<file path="src/pkg/mdbs_pkg.sv">
// Constants, carriers and decode helpers of the mailbox/doorbell/semaphore block
`default_nettype none

package mdbs_pkg;

   // ----------------------------------------------------------------
   // Shared register indices
   // ----------------------------------------------------------------
   localparam logic [4:0] IDX_SYS_INT_CTRL = 5'h09;
   localparam logic [4:0] IDX_SEM0         = 5'h0A;
   localparam logic [4:0] IDX_SEM1         = 5'h0B;
   localparam logic [4:0] IDX_LDB_EN       = 5'h0C;
   localparam logic [4:0] IDX_LDB          = 5'h0D;
   localparam logic [4:0] IDX_SDB          = 5'h0E;
   localparam logic [4:0] IDX_SDB_EN       = 5'h0F;
   localparam logic [4:0] IDX_MBOX_BASE    = 5'h10;
   localparam int         NUM_SEM          = 2;
   localparam int         NUM_MBOX         = 16;

   // ----------------------------------------------------------------
   // Field positions
   // ----------------------------------------------------------------
   localparam int SEM_FLAG_BIT = 0;
   localparam int SEM_TEST_BIT = 1;
   localparam int CTRL_EN_BIT  = 0;
   localparam int CTRL_DB_BIT  = 1;
   localparam int CTRL_IRQ_BIT = 2;

   // ----------------------------------------------------------------
   // Local port register selects and bus answers
   // ----------------------------------------------------------------
   localparam logic [1:0] LSEL_DATA   = 2'h0;
   localparam logic [1:0] LSEL_INDEX  = 2'h1;
   localparam logic [1:0] LSEL_STATUS = 2'h2;
   localparam logic [1:0] RESP_OKAY   = 2'h0;
   localparam logic [1:0] RESP_SLVERR = 2'h2;
   localparam int         ADDR_W      = 12;

   // ----------------------------------------------------------------
   // Types
   // ----------------------------------------------------------------
   typedef struct packed {
      logic       en;
      logic [4:0] idx;
      logic [7:0] data;
   } mdbs_wr_s;

   typedef struct packed {
      logic       cs_n;
      logic       rd_n;
      logic       wr_n;
      logic [1:0] sel;
      logic [7:0] data;
   } mdbs_lpin_s;

   typedef enum logic [0:0] {
      LP_IDLE = 1'b0,
      LP_HELD = 1'b1
   } mdbs_lp_e;

   function automatic logic is_shared(input logic [7:0] idx);
      is_shared = (idx[7:5] == 3'h0) &&
                  ((idx[4:0] >= IDX_SYS_INT_CTRL) || (idx[4:0] >= IDX_MBOX_BASE));
   endfunction

endpackage

`default_nettype wire

</file>
<file path="src/design/mdbs_top.sv">
// Shared mailbox, doorbell and semaphore block between host bus and local port
`default_nettype none

module mdbs_top
(
   input  wire logic                          clk,
   input  wire logic                          rst_n,
   input  wire logic [mdbs_pkg::ADDR_W-1:0]   s_axi_awaddr,
   input  wire logic                          s_axi_awvalid,
   output var  logic                          s_axi_awready,
   input  wire logic [31:0]                   s_axi_wdata,
   input  wire logic [3:0]                    s_axi_wstrb,
   input  wire logic                          s_axi_wvalid,
   output var  logic                          s_axi_wready,
   output var  logic [1:0]                    s_axi_bresp,
   output var  logic                          s_axi_bvalid,
   input  wire logic                          s_axi_bready,
   input  wire logic [mdbs_pkg::ADDR_W-1:0]   s_axi_araddr,
   input  wire logic                          s_axi_arvalid,
   output var  logic                          s_axi_arready,
   output var  logic [31:0]                   s_axi_rdata,
   output var  logic [1:0]                    s_axi_rresp,
   output var  logic                          s_axi_rvalid,
   input  wire logic                          s_axi_rready,
   input  wire logic                          local_chip_select_n,
   input  wire logic                          local_read_strobe_n,
   input  wire logic                          local_write_strobe_n,
   input  wire logic                          local_reg_select_0,
   input  wire logic                          local_reg_select_1,
   input  wire logic [7:0]                    local_data_bus_in,
   output var  logic [7:0]                    local_data_bus_out,
   output var  logic                          local_data_bus_oe_n,
   output var  logic                          local_ready_out,
   output var  logic                          board_irq_out,
   output var  logic                          host_irq_out
);

   // ----------------------------------------------------------------
   // Shared state
   // ----------------------------------------------------------------
   logic [mdbs_pkg::NUM_SEM-1:0]  sem_flag;
   logic [mdbs_pkg::NUM_SEM-1:0]  sem_test_host;
   logic [mdbs_pkg::NUM_SEM-1:0]  sem_test_local;
   logic [7:0]                    mbox [mdbs_pkg::NUM_MBOX];
   logic [7:0]                    local_db;
   logic [7:0]                    local_db_en;
   logic [7:0]                    sys_db;
   logic [7:0]                    sys_db_en;
   logic                          local_int_en;
   logic                          sys_int_en;
   logic                          local_db_active;
   logic                          sys_db_active;
   mdbs_pkg::mdbs_wr_s            host_wr;
   mdbs_pkg::mdbs_wr_s            local_wr;

   assign local_db_active = |(local_db & local_db_en);
   assign sys_db_active   = |(sys_db & sys_db_en);

   // Reads sample whole registers in one clock, so no byte is ever torn
   function automatic logic [7:0] read_shared(input logic [4:0] idx, input logic from_host);
      logic [7:0] v;
      v = 8'h00;
      if (idx >= mdbs_pkg::IDX_MBOX_BASE)
      begin
         v = mbox[idx[3:0]];
      end
      else
      begin
         unique case (idx)
            mdbs_pkg::IDX_SEM0, mdbs_pkg::IDX_SEM1:
            begin
               v[mdbs_pkg::SEM_FLAG_BIT] = sem_flag[idx[0]];
               v[mdbs_pkg::SEM_TEST_BIT] = from_host ? sem_test_host[idx[0]]
                                                     : sem_test_local[idx[0]];
            end
            mdbs_pkg::IDX_LDB:          v = local_db;
            mdbs_pkg::IDX_LDB_EN:       v = local_db_en;
            mdbs_pkg::IDX_SDB:          v = sys_db;
            mdbs_pkg::IDX_SDB_EN:       v = sys_db_en;
            mdbs_pkg::IDX_SYS_INT_CTRL:
            begin
               v[mdbs_pkg::CTRL_EN_BIT]  = sys_int_en;
               v[mdbs_pkg::CTRL_DB_BIT]  = sys_db_active;
               v[mdbs_pkg::CTRL_IRQ_BIT] = host_irq_out;
            end
            default:                    v = 8'h00;
         endcase
      end
      read_shared = v;
   endfunction

   // ----------------------------------------------------------------
   // Host register bus, write path
   // ----------------------------------------------------------------
   logic [mdbs_pkg::ADDR_W-1:0]   aw_addr;
   logic [7:0]                    w_byte;
   logic                          w_lane0;
   logic                          wr_fire;
   logic                          wr_mapped;

   assign wr_fire   = !s_axi_awready && !s_axi_wready && !s_axi_bvalid;
   assign wr_mapped = (aw_addr[mdbs_pkg::ADDR_W-1:7] == '0) &&
                      (aw_addr[1:0] == 2'h0) &&
                      mdbs_pkg::is_shared({3'h0, aw_addr[6:2]});
   assign host_wr.en   = wr_fire && wr_mapped && w_lane0;
   assign host_wr.idx  = aw_addr[6:2];
   assign host_wr.data = w_byte;

   always_ff @(posedge clk)
   begin
      if (!rst_n)
      begin
         s_axi_awready <= 1'b1;
         aw_addr       <= '0;
      end
      else if (s_axi_awvalid && s_axi_awready)
      begin
         s_axi_awready <= 1'b0;
         aw_addr       <= s_axi_awaddr;
      end
      else if (s_axi_bvalid && s_axi_bready)
      begin
         s_axi_awready <= 1'b1;
      end
   end

   always_ff @(posedge clk)
   begin
      if (!rst_n)
      begin
         s_axi_wready <= 1'b1;
         w_byte       <= 8'h00;
         w_lane0      <= 1'b0;
      end
      else if (s_axi_wvalid && s_axi_wready)
      begin
         s_axi_wready <= 1'b0;
         w_byte       <= s_axi_wdata[7:0];
         w_lane0      <= s_axi_wstrb[0];
      end
      else if (s_axi_bvalid && s_axi_bready)
      begin
         s_axi_wready <= 1'b1;
      end
   end

   always_ff @(posedge clk)
   begin
      if (!rst_n)
      begin
         s_axi_bvalid <= 1'b0;
         s_axi_bresp  <= mdbs_pkg::RESP_OKAY;
      end
      else if (wr_fire)
      begin
         s_axi_bvalid <= 1'b1;
         s_axi_bresp  <= wr_mapped ? mdbs_pkg::RESP_OKAY : mdbs_pkg::RESP_SLVERR;
      end
      else if (s_axi_bready)
      begin
         s_axi_bvalid <= 1'b0;
      end
   end

   // ----------------------------------------------------------------
   // Host register bus, read path
   // ----------------------------------------------------------------
   logic rd_mapped;

   assign rd_mapped = (s_axi_araddr[mdbs_pkg::ADDR_W-1:7] == '0) &&
                      (s_axi_araddr[1:0] == 2'h0) &&
                      mdbs_pkg::is_shared({3'h0, s_axi_araddr[6:2]});

   always_ff @(posedge clk)
   begin
      if (!rst_n)
      begin
         s_axi_arready <= 1'b1;
         s_axi_rvalid  <= 1'b0;
         s_axi_rdata   <= 32'h0;
         s_axi_rresp   <= mdbs_pkg::RESP_OKAY;
      end
      else if (s_axi_arvalid && s_axi_arready)
      begin
         s_axi_arready <= 1'b0;
         s_axi_rvalid  <= 1'b1;
         s_axi_rdata   <= rd_mapped ? {24'h0, read_shared(s_axi_araddr[6:2], 1'b1)} : 32'h0;
         s_axi_rresp   <= rd_mapped ? mdbs_pkg::RESP_OKAY : mdbs_pkg::RESP_SLVERR;
      end
      else if (s_axi_rvalid && s_axi_rready)
      begin
         s_axi_arready <= 1'b1;
         s_axi_rvalid  <= 1'b0;
      end
   end

   // ----------------------------------------------------------------
   // Local port: pin synchroniser and strobe handling
   // ----------------------------------------------------------------
   mdbs_pkg::mdbs_lpin_s   pin_meta;
   mdbs_pkg::mdbs_lpin_s   pin_sync;
   mdbs_pkg::mdbs_lp_e     lp_state;
   logic [7:0]             local_index;
   logic                   lp_rd;
   logic                   lp_wr;
   logic                   idx_shared;
   logic [7:0]             local_status;

   always_ff @(posedge clk)
   begin
      if (!rst_n)
      begin
         pin_meta <= '{cs_n: 1'b1, rd_n: 1'b1, wr_n: 1'b1, sel: 2'h0, data: 8'h00};
         pin_sync <= '{cs_n: 1'b1, rd_n: 1'b1, wr_n: 1'b1, sel: 2'h0, data: 8'h00};
      end
      else
      begin
         pin_meta <= '{cs_n: local_chip_select_n, rd_n: local_read_strobe_n,
                       wr_n: local_write_strobe_n,
                       sel: {local_reg_select_1, local_reg_select_0},
                       data: local_data_bus_in};
         pin_sync <= pin_meta;
      end
   end

   assign lp_rd      = !pin_sync.cs_n && !pin_sync.rd_n;
   assign lp_wr      = !pin_sync.cs_n && !pin_sync.wr_n;
   assign idx_shared = mdbs_pkg::is_shared(local_index);

   always_comb
   begin
      local_status = 8'h00;
      local_status[mdbs_pkg::CTRL_EN_BIT]  = local_int_en;
      local_status[mdbs_pkg::CTRL_DB_BIT]  = local_db_active;
      local_status[mdbs_pkg::CTRL_IRQ_BIT] = board_irq_out;
   end

   // One access per strobe: act on its first synced cycle, then wait for release
   always_ff @(posedge clk)
   begin
      if (!rst_n)
      begin
         lp_state <= mdbs_pkg::LP_IDLE;
      end
      else
      begin
         unique case (lp_state)
            mdbs_pkg::LP_IDLE: if (lp_rd || lp_wr) lp_state <= mdbs_pkg::LP_HELD;
            mdbs_pkg::LP_HELD: if (!lp_rd && !lp_wr) lp_state <= mdbs_pkg::LP_IDLE;
         endcase
      end
   end

   assign local_wr.en   = (lp_state == mdbs_pkg::LP_IDLE) && lp_wr && !lp_rd &&
                          (pin_sync.sel == mdbs_pkg::LSEL_DATA) && idx_shared;
   assign local_wr.idx  = local_index[4:0];
   assign local_wr.data = pin_sync.data;

   always_ff @(posedge clk)
   begin
      if (!rst_n)
      begin
         local_index  <= 8'h00;
         local_int_en <= 1'b0;
      end
      else if ((lp_state == mdbs_pkg::LP_IDLE) && lp_wr && !lp_rd)
      begin
         if (pin_sync.sel == mdbs_pkg::LSEL_INDEX)
         begin
            local_index <= pin_sync.data;
         end
         if (pin_sync.sel == mdbs_pkg::LSEL_STATUS)
         begin
            local_int_en <= pin_sync.data[mdbs_pkg::CTRL_EN_BIT];
         end
      end
   end

   // Ready rises only once shared read data stands on the bus
   always_ff @(posedge clk)
   begin
      if (!rst_n)
      begin
         local_data_bus_out  <= 8'h00;
         local_data_bus_oe_n <= 1'b1;
         local_ready_out     <= 1'b0;
      end
      else if ((lp_state == mdbs_pkg::LP_IDLE) && lp_rd)
      begin
         local_data_bus_oe_n <= 1'b0;
         unique case (pin_sync.sel)
            mdbs_pkg::LSEL_DATA:
            begin
               local_data_bus_out <= idx_shared ? read_shared(local_index[4:0], 1'b0)
                                                : 8'h00;
               local_ready_out    <= idx_shared;
            end
            mdbs_pkg::LSEL_INDEX:  local_data_bus_out <= local_index;
            mdbs_pkg::LSEL_STATUS: local_data_bus_out <= local_status;
            default:               local_data_bus_out <= 8'h00;
         endcase
      end
      else if (!lp_rd)
      begin
         local_data_bus_oe_n <= 1'b1;
         local_ready_out     <= 1'b0;
      end
   end

   // ----------------------------------------------------------------
   // Semaphore ports
   // ----------------------------------------------------------------
   // A same-cycle write from both sides is taken host first, then local
   generate
      for (genvar p = 0; p < mdbs_pkg::NUM_SEM; p++)
      begin : g_sem
         logic h_hit;
         logic l_hit;
         assign h_hit = host_wr.en && (host_wr.idx == mdbs_pkg::IDX_SEM0 + 5'(p));
         assign l_hit = local_wr.en && (local_wr.idx == mdbs_pkg::IDX_SEM0 + 5'(p));
         always_ff @(posedge clk)
         begin
            if (!rst_n)
            begin
               sem_flag[p]       <= 1'b0;
               sem_test_host[p]  <= 1'b0;
               sem_test_local[p] <= 1'b0;
            end
            else
            begin
               if (h_hit)
               begin
                  sem_test_host[p] <= sem_flag[p];
               end
               if (l_hit)
               begin
                  sem_test_local[p] <= h_hit ? host_wr.data[mdbs_pkg::SEM_FLAG_BIT]
                                             : sem_flag[p];
                  sem_flag[p]       <= local_wr.data[mdbs_pkg::SEM_FLAG_BIT];
               end
               else if (h_hit)
               begin
                  sem_flag[p] <= host_wr.data[mdbs_pkg::SEM_FLAG_BIT];
               end
            end
         end
      end
   endgenerate

   // ----------------------------------------------------------------
   // Mailboxes
   // ----------------------------------------------------------------
   // No reset: content is undefined until written; semaphores never gate access
   generate
      for (genvar m = 0; m < mdbs_pkg::NUM_MBOX; m++)
      begin : g_mbox
         always_ff @(posedge clk)
         begin
            if (local_wr.en && (local_wr.idx == mdbs_pkg::IDX_MBOX_BASE + 5'(m)))
            begin
               mbox[m] <= local_wr.data;
            end
            else if (host_wr.en && (host_wr.idx == mdbs_pkg::IDX_MBOX_BASE + 5'(m)))
            begin
               mbox[m] <= host_wr.data;
            end
         end
      end
   endgenerate

   // ----------------------------------------------------------------
   // Doorbells and enables
   // ----------------------------------------------------------------
   // A set arriving with a clear of the same bit wins, so no request is lost
   always_ff @(posedge clk)
   begin
      if (!rst_n)
      begin
         local_db <= 8'h00;
      end
      else
      begin
         local_db <= (local_db & ~((local_wr.en && local_wr.idx == mdbs_pkg::IDX_LDB)
                                   ? local_wr.data : 8'h00))
                   | ((host_wr.en && host_wr.idx == mdbs_pkg::IDX_LDB)
                                   ? host_wr.data : 8'h00);
      end
   end

   always_ff @(posedge clk)
   begin
      if (!rst_n)
      begin
         sys_db <= 8'h00;
      end
      else
      begin
         sys_db <= (sys_db & ~((host_wr.en && host_wr.idx == mdbs_pkg::IDX_SDB)
                               ? host_wr.data : 8'h00))
                 | ((local_wr.en && local_wr.idx == mdbs_pkg::IDX_SDB)
                               ? local_wr.data : 8'h00);
      end
   end

   always_ff @(posedge clk)
   begin
      if (!rst_n)
      begin
         local_db_en <= 8'h00;
         sys_db_en   <= 8'h00;
         sys_int_en  <= 1'b0;
      end
      else
      begin
         if (local_wr.en && local_wr.idx == mdbs_pkg::IDX_LDB_EN)
         begin
            local_db_en <= local_wr.data;
         end
         if (host_wr.en && host_wr.idx == mdbs_pkg::IDX_SDB_EN)
         begin
            sys_db_en <= host_wr.data;
         end
         if (host_wr.en && host_wr.idx == mdbs_pkg::IDX_SYS_INT_CTRL)
         begin
            sys_int_en <= host_wr.data[mdbs_pkg::CTRL_EN_BIT];
         end
      end
   end

   // ----------------------------------------------------------------
   // Interrupt pins
   // ----------------------------------------------------------------
   // No other internal sources live here; doorbells are the only inputs to the OR
   always_ff @(posedge clk)
   begin
      if (!rst_n)
      begin
         board_irq_out <= 1'b0;
         host_irq_out  <= 1'b0;
      end
      else
      begin
         board_irq_out <= local_int_en && local_db_active;
         host_irq_out  <= sys_int_en && sys_db_active;
      end
   end

endmodule

`default_nettype wire

</file>
<file path="config.mk">
export PLATFORM = sky130hd
export DESIGN_NAME = mdbs_top
export DESIGN_NICKNAME = d
export VERILOG_FILES = /design/src/pkg/mdbs_pkg.sv /design/src/design/mdbs_top.sv
export SDC_FILE = /design/constraint.sdc
export NUM_CORES = 1
export LEC_CHECK = 0
export BUFFER_PORTS_ARGS = -buffer_cell sky130_fd_sc_hd__clkbuf_2
export CORE_MARGIN = 2
export CORE_UTILIZATION = 60
export CTS_BUF_LIST = sky130_fd_sc_hd__clkbuf_8
export DETAILED_ROUTE_END_ITERATION = 6
export MAX_ROUTING_LAYER = met4
export PLACE_DENSITY_LB_ADDON = 0.2
export SYNTH_ARGS = -nofsm -noshare
export SYNTH_HDL_FRONTEND = slang
export SYNTH_SLANG_ARGS = --single-unit
</file>
<file path="constraint.sdc">
create_clock -name clk -period 7.3 [get_ports clk]
set_input_delay 0.365 -clock clk [delete_from_list [all_inputs] [get_ports clk]]
set_output_delay 0.365 -clock clk [all_outputs]
set_load 0.01 [all_outputs]
</file>
==> summary.md <==
| Metric | Value |
|---|---|
| Critical path capture point type | `flip-flop` |
| Violation count after the first detailed-routing iteration | `1304` |
| Post-Synthesis Cells | `1178` |
| Fillers | `1758` |
| Via density | `6.73` |
| Synth warnings | `0` |
| Synth top area share | `0.281` |
| Avg Cell Area, Syn | `11.6 um2` |
| Final GP Congestion | `0.971` |
| Post-DRT Antenna Nets | `0` |
| Critical-path cell list | `inv_1 > nor4_4 > nand3_1 > o22ai_1` |
| Tot GR Track Use | `0.344` |
| Number of buffers added on ports | `79` |
| Leak | `0.00534 uW` |
| Post-CTS setup buffers | `0` |
| CTS root buf | `clkbuf_8` |
| Slew @ Worst Pin | `1.34 ns` |
| DIE HEIGHT | `155 um` |
| Reg2reg start | `local_index[4]` |
| Worst Path Required | `7.44 ns` |
| Maximum clock rate | `287 MHz` |
| Synthesized cell area | `0.0137 mm2` |
| Vias in the first global route | `9916` |
| CTS H-tree depth | `2` |
| Share of layout cells above drive strength 1 | `0.300` |
| Number of flops mapped to enable cells by yosys | `128` |
| Initial antenna violation count | `1` |
| Synthesis-to-layout area growth | `8.64%` |
| RR Endpoint | `mbox[15][2]` |
| Clk sinks | `255` |
| CTS buffer count | `43` |
| Min Tclk post-route | `3.49 ns` |
| Synth area leaders | `edfxtp_1 28%, dfxtp_1 19%, mux4_2 11%, mux2_2 11%, mux2i_1 3.5%` |
| RSZ-0062 raised after global routing | `no` |
| Commonest non-fill, non-tap cell in the layout | `mux2_2` |
| Clock Skews | `0.0303 ns` |
| Final Cycle Share | `0.478` |
| Status | `finished clean` |
| Vias post-DR | `10353` |
| Starting Density | `0.608` |
| Post-synth ARST share | `0` |
| Max rail drop VDD | `153 uV` |
| R2R Setup Slk | `3.81 ns` |
| Commonest non-fill, non-tap cells in the layout | `132 x mux2_2, 128 x edfxtp_1, 126 x dfxtp_1, 106 x nand2_1, 79 x clkbuf_2` |
| Cell row count | `55` |
| DP Cell Count | `1457` |
| Drt total wl | `39800 um` |
| Max_slew headroom | `0.110` |
| Worst Hold End | `pin_meta[9]` |
| IO Pins | `133` |
| Global route overflow | `0` |
| Final Setup Violations | `0` |
| Die W | `155 um` |
| MaxCap Viol Count | `0` |
| CTS tree | `built` |
| Final HPWL DP | `26300 um` |
| Sum of buffers and inverters on the critical path | `1` |
| Core Region | `0.0225 mm2` |
| CP top delay family | `compound AO/OA/AOI/OAI gates` |
| Slowest stage delay, CP | `1.07 ns` |
| Hold crit path type | `in2reg` |
| Reg clk slew, reported paths | `0.06 ns` |
| Clk_lat worst skew | `0.56 ns` |
| Die area | `0.0240 mm2` |
| Primary FF master, synth | `edfxtp_1` |
| Worst-case reg-to-reg path depth | `4` |
| Pwr dens | `194 mW/mm2` |
| CP Launch Point | `local_index[4]` |
| Critical Path Slowest Stage Cell | `o22ai_1` |
| Final Max Slew Viols | `0` |
| Setup crit start kind | `flip-flop` |
| Endpoints failing hold | `0` |
| Final #Nets | `1300` |
| Synth area leader | `edfxtp_1` |
| Min Hold Slack | `0.0357 ns` |
| Crit path kind | `reg2reg` |
| DRC | `0` |
| Hold path start | `local_reg_select_1` |
| Synth cell types | `67` |
| CP max FO | `20` |
| Non-filler cells in the finished layout | `1538` |
| Hold path depth | `2` |
| Drt wl/cell | `25.9 um` |
| CTS max path bufs | `3` |
| Fin Setup TNS | `0 ns` |
| Critical Path AT | `3.63 ns` |
| DRT Pass-1 Iters | `5` |
| Seq/Total Area, Yosys | `0.467` |
| First-pass GRT wire length | `59800 um` |
| Largest net degree at the start of global routing | `62` |
| Synthesized flop and latch total | `255` |
## per-stage QoR
stage	area, um2	power (uW)	setup slack, ns	util
2_1_floorplan	13800	1710	4.76	-
3_3_place_gp	14100	1750	4.00	0.625
6_report	14900	2880	3.81	0.660
5_1_grt	14900	2960	3.67	0.660
3_5_place_dp	14100	1760	3.96	0.625
4_1_cts	14800	2890	3.91	0.660
## worst reg2reg max path: stages (launching register included)
cell and delay [ns]:
dfxtp_1 0.89, inv_1 0.28, nor4_4 0.60, nand3_1 0.22, o22ai_1 1.07
## layout make-up
cell class	instances	area, um2	area share
multi-input combinational	815	6780	0.456
sequential	255	6390	0.430
clock buffer	46	633	0.0426
timing repair buffer	98	546	0.0367
tap	285	357	0.0240
clock inverter	31	124	0.00834
inverter	7	26.3	0.00177
antenna	1	2.50	0.000168
## worst max-delay path by stage
stage,endpoint,cells after the start
finish,mbox[15][2],4
global route,mbox[15][1],4
CTS,mbox[15][1],4
detailed placement,mbox[15][2],4
global placement,mbox[15][1],4
floorplan,mbox[10][0],4
## Yosys cell counts, types with 22 or more instances
master    number
nor2b_1       22
nand3_1       34
dfxtp_1      127
mux2_2       132
buf_4         26
nor2_1        47
a21oi_1       70
o22ai_1       25
mux4_2        68
mux2i_1       48
nand2_1      106
edfxtp_1     128
clkbuf_1      77
and2_1        24
## layer usage
layer / routed length [um] / vias up / global-route usage
li1: - / 4524 / -
met5: 0 / - / -
met4: 2200 / 0 / 0.164
met1: 15600 / 5062 / 0.449
met2: 17700 / 615 / 0.513
met3: 4300 / 152 / 0.0777
## logic make-up after synthesis
kind of cell | synth area share
AND/OR/NAND/NOR | 0.135
flip-flops | 0.467
multiplexers | 0.256
AO/OA/AOI/OAI | 0.0965
buffers and inverters | 0.0456
other | 0.000274
## where the power goes
part,switching (uW),internal [uW]
combinational,93.8,75.9
sequential,47.7,1520
clock,568,579
total,709,2170
## timing repair
action / 4_1_cts / 5_1_grt
hold endpoints to repair: 3 / 0
hold buffers: 3 / 0
resized for setup: 0 / 0
## sequential cells by signal, summed over array words and instances (netlist names), 8 cells and up, named ones only
register            flops
aw_addr                12
local_data_bus_out      8
local_db                8
local_db_en             8
local_index             8
local_wr                8
mbox                  128
pin_meta               13
s_axi_rdata             8
sys_db                  8
sys_db_en               8
w_byte                  8
No activity file was read; power rests on OpenSTA's default activity.
